File: src/inc/ufic_pkg.sv
/*
 Constants for the frame index / configure flag / port register block.
 Assumes a 50 MHz controller clock and the documented register port.
*/
package ufic_pkg;
   localparam int CLK_MHZ = 50;
   localparam int MICROFRAME_US = 125;
   localparam int MICROFRAME_CYC = MICROFRAME_US * CLK_MHZ;
   localparam logic [7:0] MICROFRAME_INDEX_OFS = 8'h2c;
   localparam logic [7:0] CONFIGURE_FLAG_REG_OFS = 8'h60;
   localparam logic [7:0] HOST_COMMAND_REG_OFS = 8'h20;
   localparam logic [7:0] HOST_STATUS_REG_OFS = 8'h24;
   localparam logic [7:0] PORT_STATE_CTRL_REG_OFS = 8'h64;
   localparam int INDEX_W = 14;
   localparam logic [13:0] INDEX_RST = 14'h0000;
   localparam int RUN_STOP_POS = 0;
   localparam int HC_RESET_POS = 1;
   localparam int LIST_SIZE_POS = 2;
   localparam int LIST_WRAP_POS = 3;
   localparam int CONFIGURED_POS = 0;
   localparam int PORT_ENABLE_POS = 2;
   localparam int PORT_CONNECT_POS = 0;
   localparam int PORT_POWER_POS = 12;
   localparam int PORT_OWNER_POS = 13;
   localparam int LIST_BASE_BIT = 3;
endpackage

File: src/rtl/ufic_uframe_timer.sv
/*
 Microframe tick generator.
 Assumes a synchronous clock enable and a run level from the register file.
*/
`timescale 1ns/1ns
module ufic_uframe_timer
(
   input wire logic clk,
   input wire logic rst,
   input wire logic clkEn,
   input wire logic run,
   output logic tick
);
   typedef struct packed
   {
      logic [12:0] cnt;
      logic tick;
   } ufic_tmr_t;

   ufic_tmr_t s_q;
   ufic_tmr_t s_d;

   always_comb
   begin
      s_d = s_q;
      s_d.tick = 1'b0;
      // Counter restarts when stopped so the first period is full length
      if (!run)
      begin
         s_d.cnt = '0;
      end
      else if (s_q.cnt == 13'(ufic_pkg::MICROFRAME_CYC - 1))
      begin
         s_d.cnt = '0;
         s_d.tick = 1'b1;
      end
      else
      begin
         s_d.cnt = s_q.cnt + 13'h0001;
      end
   end

   always_ff @(posedge clk or posedge rst)
   begin
      if (rst)
      begin
         s_q <= '0;
      end
      else if (clkEn)
      begin
         s_q <= s_d;
      end
   end

   assign tick = s_q.tick;

   property p_tick_period;
      @(posedge clk) disable iff (rst)
      s_q.tick && clkEn |=> !s_q.tick;
   endproperty
   a_tick_period: assert property (p_tick_period)
      else $error("tick lasted over one cycle");
endmodule

File: src/rtl/ufic_regs.sv
/*
 Frame index, configure flag, and port state register logic of a host
 controller, with run/stop, list size and wrap status bits.
 Assumes a synchronous register port (address, write, read strobes) on clk;
 hcReset is a synchronous host controller reset pulse from elsewhere.
*/
`timescale 1ns/1ns
module ufic_regs
(
   input wire logic clk,
   input wire logic rst,
   input wire logic clkEn,
   input wire logic hcReset,
   input wire logic [7:0] regAddr,
   input wire logic regWrite,
   input wire logic regRead,
   input wire logic [31:0] regWdata,
   input wire logic portConnect,
   output logic [31:0] regRdata,
   output logic [13:0] sofFrameNumber,
   output logic [9:0] listEntry,
   output logic runStopBit,
   output logic configuredFlag,
   output logic portOwnershipBit,
   output logic portPowerBit,
   output logic listWrapFlag
);
   typedef struct packed
   {
      logic [13:0] index;
      logic runStop;
      logic [1:0] listSize;
      logic listWrap;
      logic configured;
      logic owner;
      logic power;
      logic enabled;
      logic connect;
      logic [9:0] entry;
      logic [31:0] rdata;
   } ufic_state_t;

   ufic_state_t s_q;
   ufic_state_t s_d;
   logic tick;
   logic wr;
   logic [13:0] nextIndex;
   logic [3:0] topBit;
   logic wrapNow;

   ufic_uframe_timer u_timer
   (
      .clk(clk),
      .rst(rst),
      .clkEn(clkEn),
      .run(s_q.runStop),
      .tick(tick)
   );

   assign wr = regWrite;
   assign nextIndex = s_q.index + 14'h0001;
   // Size 0..2 gives 1024/512/256 entries; top bit 12/11/10
   assign topBit = 4'hc - {2'h0, s_q.listSize};
   // Wrap when bits top..0 all ones and a tick lands
   always_comb
   begin
      wrapNow = 1'b1;
      for (int i = ufic_pkg::LIST_BASE_BIT; i <= 12; i++)
      begin
         if (i <= int'(topBit) && !s_q.index[i])
         begin
            wrapNow = 1'b0;
         end
      end
      if (s_q.index[2:0] != 3'h7)
      begin
         wrapNow = 1'b0;
      end
   end

   always_comb
   begin
      s_d = s_q;
      // Index steps only on ticks that land while run/stop is set
      if (tick && s_q.runStop)
      begin
         s_d.index = nextIndex;
         if (wrapNow)
         begin
            s_d.listWrap = 1'b1;
         end
      end
      if (wr)
      begin
         unique case (regAddr)
            ufic_pkg::MICROFRAME_INDEX_OFS:
            begin
               s_d.index = regWdata[13:0];
            end
            ufic_pkg::HOST_COMMAND_REG_OFS:
            begin
               s_d.runStop = regWdata[ufic_pkg::RUN_STOP_POS];
               s_d.listSize = regWdata[ufic_pkg::LIST_SIZE_POS +: 2];
            end
            ufic_pkg::HOST_STATUS_REG_OFS:
            begin
               // Set wins over a same-cycle clear
               if (regWdata[ufic_pkg::LIST_WRAP_POS]
                   && !(tick && s_q.runStop && wrapNow))
               begin
                  s_d.listWrap = 1'b0;
               end
            end
            ufic_pkg::CONFIGURE_FLAG_REG_OFS:
            begin
               s_d.configured = regWdata[ufic_pkg::CONFIGURED_POS];
            end
            ufic_pkg::PORT_STATE_CTRL_REG_OFS:
            begin
               s_d.power = regWdata[ufic_pkg::PORT_POWER_POS];
               // Unpowered port ignores state changes
               if (s_q.power)
               begin
                  s_d.enabled = regWdata[ufic_pkg::PORT_ENABLE_POS];
                  s_d.owner = regWdata[ufic_pkg::PORT_OWNER_POS];
               end
            end
            default:
            begin
            end
         endcase
      end
      s_d.connect = s_q.power && portConnect;
      if (!s_d.connect)
      begin
         s_d.enabled = 1'b0;
      end
      if (!s_q.configured && s_d.configured)
      begin
         s_d.owner = 1'b0;
      end
      if (!s_d.configured)
      begin
         s_d.owner = 1'b1;
      end
      s_d.entry = s_d.index[12:3];
      unique case (s_d.listSize)
         2'h1: s_d.entry[9] = 1'b0;
         2'h2: s_d.entry[9:8] = 2'h0;
         default: ;
      endcase
      s_d.rdata = '0;
      if (regRead)
      begin
         unique case (regAddr)
            ufic_pkg::MICROFRAME_INDEX_OFS:
               s_d.rdata[13:0] = s_q.index;
            ufic_pkg::HOST_COMMAND_REG_OFS:
            begin
               s_d.rdata[ufic_pkg::RUN_STOP_POS] = s_q.runStop;
               s_d.rdata[ufic_pkg::LIST_SIZE_POS +: 2] = s_q.listSize;
            end
            ufic_pkg::HOST_STATUS_REG_OFS:
               s_d.rdata[ufic_pkg::LIST_WRAP_POS] = s_q.listWrap;
            ufic_pkg::CONFIGURE_FLAG_REG_OFS:
               s_d.rdata[ufic_pkg::CONFIGURED_POS] = s_q.configured;
            ufic_pkg::PORT_STATE_CTRL_REG_OFS:
            begin
               s_d.rdata[ufic_pkg::PORT_OWNER_POS] = s_q.owner;
               s_d.rdata[ufic_pkg::PORT_POWER_POS] = s_q.power;
               s_d.rdata[ufic_pkg::PORT_ENABLE_POS] = s_q.enabled;
               s_d.rdata[ufic_pkg::PORT_CONNECT_POS] = s_q.connect;
            end
            default:
            begin
            end
         endcase
      end
   end

   always_ff @(posedge clk or posedge rst)
   begin
      if (rst)
      begin
         s_q <= '0;
         s_q.owner <= 1'b1;
      end
      else if (clkEn)
      begin
         if (hcReset)
         begin
            s_q <= '0;
            s_q.owner <= 1'b1;
         end
         else
         begin
            s_q <= s_d;
         end
      end
   end

   assign regRdata = s_q.rdata;
   assign sofFrameNumber = s_q.index;
   assign listEntry = s_q.entry;
   assign runStopBit = s_q.runStop;
   assign configuredFlag = s_q.configured;
   assign portOwnershipBit = s_q.owner;
   assign portPowerBit = s_q.power;
   assign listWrapFlag = s_q.listWrap;

   property p_stopped_hold;
      @(posedge clk) disable iff (rst)
      clkEn && !s_q.runStop && !wr && !hcReset
      |=> $stable(s_q.index);
   endproperty
   a_stopped_hold: assert property (p_stopped_hold)
      else $error("index moved while stopped");

   property p_tick_inc;
      @(posedge clk) disable iff (rst)
      clkEn && tick && s_q.runStop && !wr && !hcReset
      |=> s_q.index == $past(s_q.index) + 14'h0001;
   endproperty
   a_tick_inc: assert property (p_tick_inc)
      else $error("index missed microframe increment");

   property p_wrap_zero;
      @(posedge clk) disable iff (rst)
      clkEn && tick && s_q.runStop && s_q.index == 14'h3fff
      && !wr && !hcReset |=> s_q.index == 14'h0000;
   endproperty
   a_wrap_zero: assert property (p_wrap_zero)
      else $error("index did not wrap to zero");

   property p_write_sof;
      @(posedge clk) disable iff (rst)
      clkEn && wr && regAddr == ufic_pkg::MICROFRAME_INDEX_OFS && !hcReset
      |=> sofFrameNumber == $past(regWdata[13:0]);
   endproperty
   a_write_sof: assert property (p_write_sof)
      else $error("index write not reflected in frame number");

   property p_owner_unconf;
      @(posedge clk) disable iff (rst)
      !s_q.configured |-> s_q.owner;
   endproperty
   a_owner_unconf: assert property (p_owner_unconf)
      else $error("owner low while unconfigured");

   property p_owner_rise;
      @(posedge clk) disable iff (rst)
      $rose(s_q.configured) |-> !s_q.owner;
   endproperty
   a_owner_rise: assert property (p_owner_rise)
      else $error("owner not cleared on configure");

   property p_wrap_flag;
      @(posedge clk) disable iff (rst)
      clkEn && tick && s_q.runStop && wrapNow && !hcReset
      |=> s_q.listWrap;
   endproperty
   a_wrap_flag: assert property (p_wrap_flag)
      else $error("wrap flag not set on rollover");

   property p_hc_reset;
      @(posedge clk) disable iff (rst)
      clkEn && hcReset |=> !s_q.enabled && !s_q.connect && !s_q.power;
   endproperty
   a_hc_reset: assert property (p_hc_reset)
      else $error("port not idle after controller reset");

   property p_unpowered;
      @(posedge clk) disable iff (rst)
      !s_q.power |=> !s_q.enabled;
   endproperty
   a_unpowered: assert property (p_unpowered)
      else $error("port enabled without power");
endmodule

File: config.mk
export PLATFORM = sky130hd
export DESIGN_NAME = ufic_regs
export DESIGN_NICKNAME = d
export VERILOG_FILES = /design/src/inc/ufic_pkg.sv /design/src/rtl/ufic_uframe_timer.sv /design/src/rtl/ufic_regs.sv
export SDC_FILE = /design/constraint.sdc
export NUM_CORES = 1
export LEC_CHECK = 0
export BUFFER_PORTS_ARGS = -buffer_cell sky130_fd_sc_hd__buf_2
export CORE_ASPECT_RATIO = 0.6
export CORE_MARGIN = 2
export CORE_UTILIZATION = 47
export DETAILED_ROUTE_END_ITERATION = 10
export MAX_ROUTING_LAYER = met4
export PLACE_DENSITY_LB_ADDON = 0.05
export SYNTH_ARGS = -nofsm -noshare
export SYNTH_HDL_FRONTEND = slang
export SYNTH_SLANG_ARGS = --single-unit
export TNS_END_PERCENT = 1
File: constraint.sdc
create_clock -name clk -period 1.78 [get_ports clk]
set_input_delay 0.267 -clock clk [delete_from_list [all_inputs] [get_ports clk]]
set_output_delay 0.267 -clock clk [all_outputs]
set_load 0.005 [all_outputs]
==> After elaboration in Yosys (flattened, before gate mapping) <==
Cells that the tools add are included.
{ "word_totals": {"regBits": 79, "in_bits": 47} }
{ "op_classes": {"n_addsub": 3, "n_lt_le_gt_ge": 10, "n_eq_ne": 15, "muxes": 40, "reduce_logical": 35} }
{ "ops": {"columns": ["cell", "n"], "rows": [
  ["65-bit 2-to-1 mux", 1],
  ["14-bit 2-to-1 mux", 3],
  ["1-bit 2-to-1 mux", 26],
  ["13-bit 2-to-1 mux", 2],
  ["8-bit by 6-bit equality test with 1-bit output (second input constant)", 3],
  ["22-bit 2-to-1 mux", 1],
  ["4-bit less-or-equal comparator (first input constant)", 5],
  ["8-bit by 7-bit equality test with 1-bit output (second input constant)", 2],
  ["3-bit by 4-bit less-or-equal comparator with 1-bit output (first input constant)", 4],
  ["1-bit logical AND", 15],
  ["14-bit by 1-bit adder with 14-bit output (second input constant)", 1],
  ["13-bit by 1-bit adder with 13-bit output (second input constant)", 1],
  ["13-bit equality test (second input constant)", 1],
  ["1-bit zero test", 12],
  ["3-bit != test (second input constant)", 3],
  ["8-bit 2-to-1 mux", 1],
  ["4-bit by 3-bit != test with 1-bit output (second input constant)", 2],
  ["4-bit AND reduction", 2],
  ["3-bit 2-to-1 mux", 2],
  ["1-bit one-hot mux with 3 select lines", 2],
  ["3-bit AND reduction", 2],
  ["2-bit nonzero test", 3],
  ["2-bit by 4-bit less-or-equal comparator with 1-bit output (first input constant)", 1],
  ["4-bit by 2-bit != test with 1-bit output (second input constant)", 1],
  ["other kinds (7)", 7]
]} }

==> Longest topological paths before layout <==
{ "depth": {"word_depth": 24, "ltp_mapped": 8, "depth_no_buf": 7} }

==> Cells and area by module <==
A second synthesis with hierarchy kept.
{ "unflattened": {"hier_cells": 398, "area_unflattened_um2": 3736.1} }
{ "by_module_without_submodules": {"columns": ["module", "n_inst", "cells_per_inst", "area_per_inst_um2"], "rows": [
  ["ufic_regs", 1, 320, 2950.3],
  ["ufic_uframe_timer", 1, 78, 785.8]
]} }

==> Worst setup path before layout <==
Ideal clock, no wire load.
{ "synth_timing": {"kind": "input to register", "startpoint": "input port regAddr[2]", "endpoint": "register s_q, in the netlist listEntry[9]", "setup_time_ps": 101, "t_arrival_ps": 1834, "t_required_ps": 1679, "setup_slack_ps": -155, "cell_stages": 8, "n_path_buf": 1, "cell_sequence": "buf_2 > nor4_1 > nand3_1 > nand2_1 > nand2_1 > ha_1 > inv_1 > o32ai_1"} }
{ "synth_between": {"elab_chain_cells": 7, "word_cells_on_any_way": 10, "cone_classes": "eq/ne: 4; mux: 5; reduce/logical: 1"} }
{ "synth_lines": {"columns": ["item", "line_no", "rtl"], "rows": [
  ["from (decl)", "ufic_regs.sv:14", "input wire logic [7:0] regAddr,"],
  ["8-bit by 6-bit equality test with 1-bit output", "ufic_regs.sv:95", "unique case (regAddr)"],
  ["3-bit 2-to-1 mux", "ufic_regs.sv:95", null],
  ["22-bit 2-to-1 mux (*)", "ufic_regs.sv:93", "if (wr)"],
  ["2-bit equality test / 2-bit by 1-bit equality test with 1-bit output (equally long branches)", "ufic_regs.sv:147", "unique case (s_d.listSize)"],
  ["2-bit OR reduction (no source line)", null, null],
  ["1-bit 2-to-1 mux (*)", "ufic_regs.sv:147", null],
  ["65-bit 2-to-1 mux (*)", "ufic_regs.sv:190", "if (hcReset)"],
  ["to (decl)", "ufic_regs.sv:43", "ufic_state_t s_q;"]
]} }
Every way passes the cells marked *; elsewhere a longest branch is shown, timed or not. The select of a mux whose other input is x is not followed.
A chain may end at the register's enable or synchronous reset.

==> Final worst setup path <==
{ "layout_timing": {"startpoint": "register u_timer.s_q[5] in the netlist's numbering", "endpoint": "register u_timer.s_q[9] in the netlist's numbering"} }
{ "layout_between": {"elab_chain_cells": 3, "word_cells_on_any_way": 4, "cone_classes": "add/sub: 1; eq/ne: 1; mux: 2"} }
{ "layout_lines": {"columns": ["item", "line_no", "rtl"], "rows": [
  ["from (decl)", "ufic_uframe_timer.sv:20", "ufic_tmr_t s_q;"],
  ["from (signal assigned)", "ufic_uframe_timer.sv:47", "s_q <= '0;"],
  ["from (signal assigned)", "ufic_uframe_timer.sv:51", "s_q <= s_d;"],
  ["13-bit by 1-bit adder with 13-bit output / 13-bit equality test (equally long branches)", "ufic_uframe_timer.sv:39, ufic_uframe_timer.sv:32", null],
  ["13-bit 2-to-1 mux (*)", "ufic_uframe_timer.sv:32", "else if (s_q.cnt == 13'(ufic_pkg::MICROFRAME_CYC - 1))"],
  ["13-bit 2-to-1 mux (*)", "ufic_uframe_timer.sv:28", "if (!run)"]
]} }
Every way passes the cells marked *; elsewhere a longest branch is shown, timed or not.

==> results.sh <==
export IMPL_ys_seq_area_frac=0.371
export IMPL_yosys_top_cells_area="dfrtp_1, buf_4, mux2i_1, a22o_1, nand2_1"
export IMPL_path_cells="or4b_4 > o31ai_4 > buf_6 > o21ai_1 > a22o_1"
export IMPL_powerDensity_nw_per_um2=627
export IMPL_syn_inst=379
export IMPL_synthFlopType="dfrtp_1"
export IMPL_initial_core_util=0.488
export IMPL_crit_path_top_delay_cell="or4b_4"
export IMPL_hpwl_um=7350
export IMPL_syn_area_um2=3570
export IMPL_fmaxAchievable_mhz=564
export IMPL_postRouteWirelength_um=9810
export IMPL_async_flop_share=1.00
export IMPL_final_setup_tns_ns=0
export IMPL_dp_cells=553
export IMPL_vias=3200
export IMPL_ys_ff_latch=53
export IMPL_hp_start="regWdata[9]"
export IMPL_fin_nets=511
export IMPL_dp_slack_ns=-0.0822
export IMPL_clockBufferDepth=2
export IMPL_cts_tree="done"
export IMPL_die_x_um=117
export IMPL_h_tree_depth=2
export IMPL_cp_start_kind="flip-flop"
export IMPL_gp_congestion=0.919
export IMPL_finalHoldViolations=0
export IMPL_grt_total_usage=0.250
export IMPL_drt_initial_drc_count=275
export IMPL_synth_top_cell_area_share=0.364
export IMPL_via_per_inst=5.67
export IMPL_cap_violations=0
export IMPL_clock_skew_ns=0.00551
export IMPL_yosysWarnings=0
export IMPL_hold_end="sofFrameNumber[9]$_DFFE_PP0P_"
export IMPL_worstPathMaxFanout=6
export IMPL_drc=0
export IMPL_grt_max_degree=26
export IMPL_r2r_end="u_timer.s_q[9]$_DFFE_PP0P_"
export IMPL_cts_root_buf="clkbuf_16"
export IMPL_cts_sinks=53
export IMPL_insertedDiodeCount=0
export IMPL_r2r_slack_ns=0.008
export IMPL_clk_pin_slew_worst_paths_ns=0.07
export IMPL_synth_edf_count=0
export IMPL_io_buffers=71
export IMPL_grt_pass1_vias=2883
export IMPL_min_period_ns=1.77
export IMPL_hold_depth=3
export IMPL_finalNonFillerCells=564
export IMPL_cp_end_kind="flip-flop"
export IMPL_die_y_um=71.6
export IMPL_rr_worst_depth=5
export IMPL_dpl_cell_area_um2=4060
export IMPL_drtPass1Iterations=4
export IMPL_core_region_area_um2=7330
export IMPL_rows=24
export IMPL_crit_buf_inv=1
export IMPL_syn_to_final_growth_pct=19.4
export IMPL_die_area_um2=8340
export IMPL_rsz0062_at_grt="true"
export IMPL_slew_violations=0
export IMPL_ys_types=63
export IMPL_antenna_found_initial=0
export IMPL_min_path_type="input port to flip-flop"
export IMPL_yosysTopAreaCell="dfrtp_1"
export IMPL_reg2reg_from="u_timer.s_q[5]$_DFFE_PP0P_"
export IMPL_final_area_um2=4270
export IMPL_cp_arrival_ns=1.95
export IMPL_detail_route_antenna_nets=0
export IMPL_grt_pass1_wl_um=15400
export IMPL_finalSetupViolCount=0
export IMPL_crit_type="flip-flop to flip-flop"
export IMPL_drive_above_1_share=0.348
export IMPL_crit_required_ns=1.96
export IMPL_cts_made_buffers=5
export IMPL_outcome="completed"
export IMPL_crit_family="simple AND/OR/NAND/NOR gates"
export IMPL_setup_ws_ns=0.00799
export IMPL_fin_crit_sh=0.996
export IMPL_syn_area_per_cell_um2=9.43
export IMPL_pin_count=108
export IMPL_post_drt_wl_per_cell_um=17.4
export IMPL_grt_ovfl_total=0
export IMPL_power_leakage_uw=0.00209
export IMPL_critPathMaxStageDelay_ns=0.59
export IMPL_irDropWorstVdd_mv=0.314
export IMPL_power_uw=2670
export IMPL_clock_latency_ns=0.29
logic make-up after synthesis:
family,Yosys count,share of synthesized area
and+or+nand+nor,129,0.211
buffers and inverters,90,0.158
AOI/OAI and AO/OA,76,0.169
DFF,53,0.371
muxes,21,0.0623
adders and majority gates,5,0.0175
xor gates and xnor gates,4,0.00980
other,1,0.00105
where the power goes:
part | switching (uW) | internal, uW
Combinational | 233 | 175
Sequential | 30.3 | 1230
Clock | 439 | 563
Total | 702 | 1970
worst max-delay path by stage:
stage,endpoint,depth (start not counted),from
after global placement,listEntry[9]$_DFFE_PP0P_,8,regAddr[4]
final,u_timer.s_q[9]$_DFFE_PP0P_,5,u_timer.s_q[5]$_DFFE_PP0P_
after CTS,u_timer.s_q[4]$_DFFE_PP0P_,5,u_timer.s_q[5]$_DFFE_PP0P_
after global routing,u_timer.s_q[9]$_DFFE_PP0P_,5,u_timer.s_q[5]$_DFFE_PP0P_
after detailed placement,listEntry[9]$_DFFE_PP0P_,8,regAddr[4]
after floorplan,u_timer.s_q[7]$_DFFE_PP0P_,5,u_timer.s_q[5]$_DFFE_PP0P_
per-stage QoR:
stage / hold WS (ns) / util
after floorplan: 0.366 / -
after global placement: 0.312 / 0.555
after detailed placement: 0.312 / 0.555
after CTS: 0.255 / 0.581
after global routing: 0.269 / 0.582
final: 0.259 / 0.582
state kept, by name (all words and copies together), names as in the netlist:
signal / flops
configuredFlag: 1
listEntry: 2
listWrapFlag: 1
portOwnershipBit: 1
portPowerBit: 1
regRdata: 14
runStopBit: 1
s_q: 4
sofFrameNumber: 14
u_timer.s_q: 13
u_timer.tick: 1
routing by layer:
| metal | vias to the layer above | track usage | wire length, um | share of wire |
|---|---|---|---|---|
| li1 | 1501 | - | - | - |
| met1 | 1556 | 0.387 | 4980 | 0.51 |
| met2 | 136 | 0.344 | 4030 | 0.41 |
| met3 | 7 | 0.0499 | 743 | 0.076 |
| met4 | 0 | 0.0366 | 57 | 0.0058 |
| met5 | - | - | 0 | 0 |
cell type report:
cell class / instances / area, um^2
clock buffer: 8 / 146
fill: 674 / 3060
inverter: 15 / 56.3
multi-input combinational: 253 / 1780
sequential: 53 / 1330
tap: 104 / 130
timing repair buffer: 131 / 825
layout by cell type, fill, tap and decap left out, types with 11 or more instances in the layout:
| master | count |
|---|---|
| dfrtp_1 | 50 |
| nor2_1 | 13 |
| a22o_1 | 13 |
| mux2i_1 | 14 |
| conb_1 | 18 |
| nand4_1 | 13 |
| inv_1 | 11 |
| nor3_1 | 11 |
| buf_4 | 57 |
| nand3_1 | 15 |
| buf_2 | 71 |
| nand2_1 | 26 |
synth_stat cells, types with 10 or more instances:
master and count:
nor2_1 14, inv_1 13, nor4_1 11, o2bb2ai_1 10
nand4_1 13, dfrtp_1 52, buf_4 56, nand2_1 26
a22o_1 13, mux2i_1 14, nand3_1 15, nor3_1 11
clkbuf_1 11
worst register-to-register path: stages, from the launching register on:
cell	delay, ns
dfrtp_1	0.39
or4b_4	0.59
o31ai_4	0.22
buf_6	0.16
o21ai_1	0.08
a22o_1	0.23
what timing repair did:
item,CTS,global route
pin swaps,0,1
endpoints found under the setup margin,9,13
resized for setup,5,8
gates cloned,1,0
buffers inserted,1,0
hold endpoints to repair,1,0
hold buffers,1,0
Note: power is estimated with default switching activity, not from simulation.
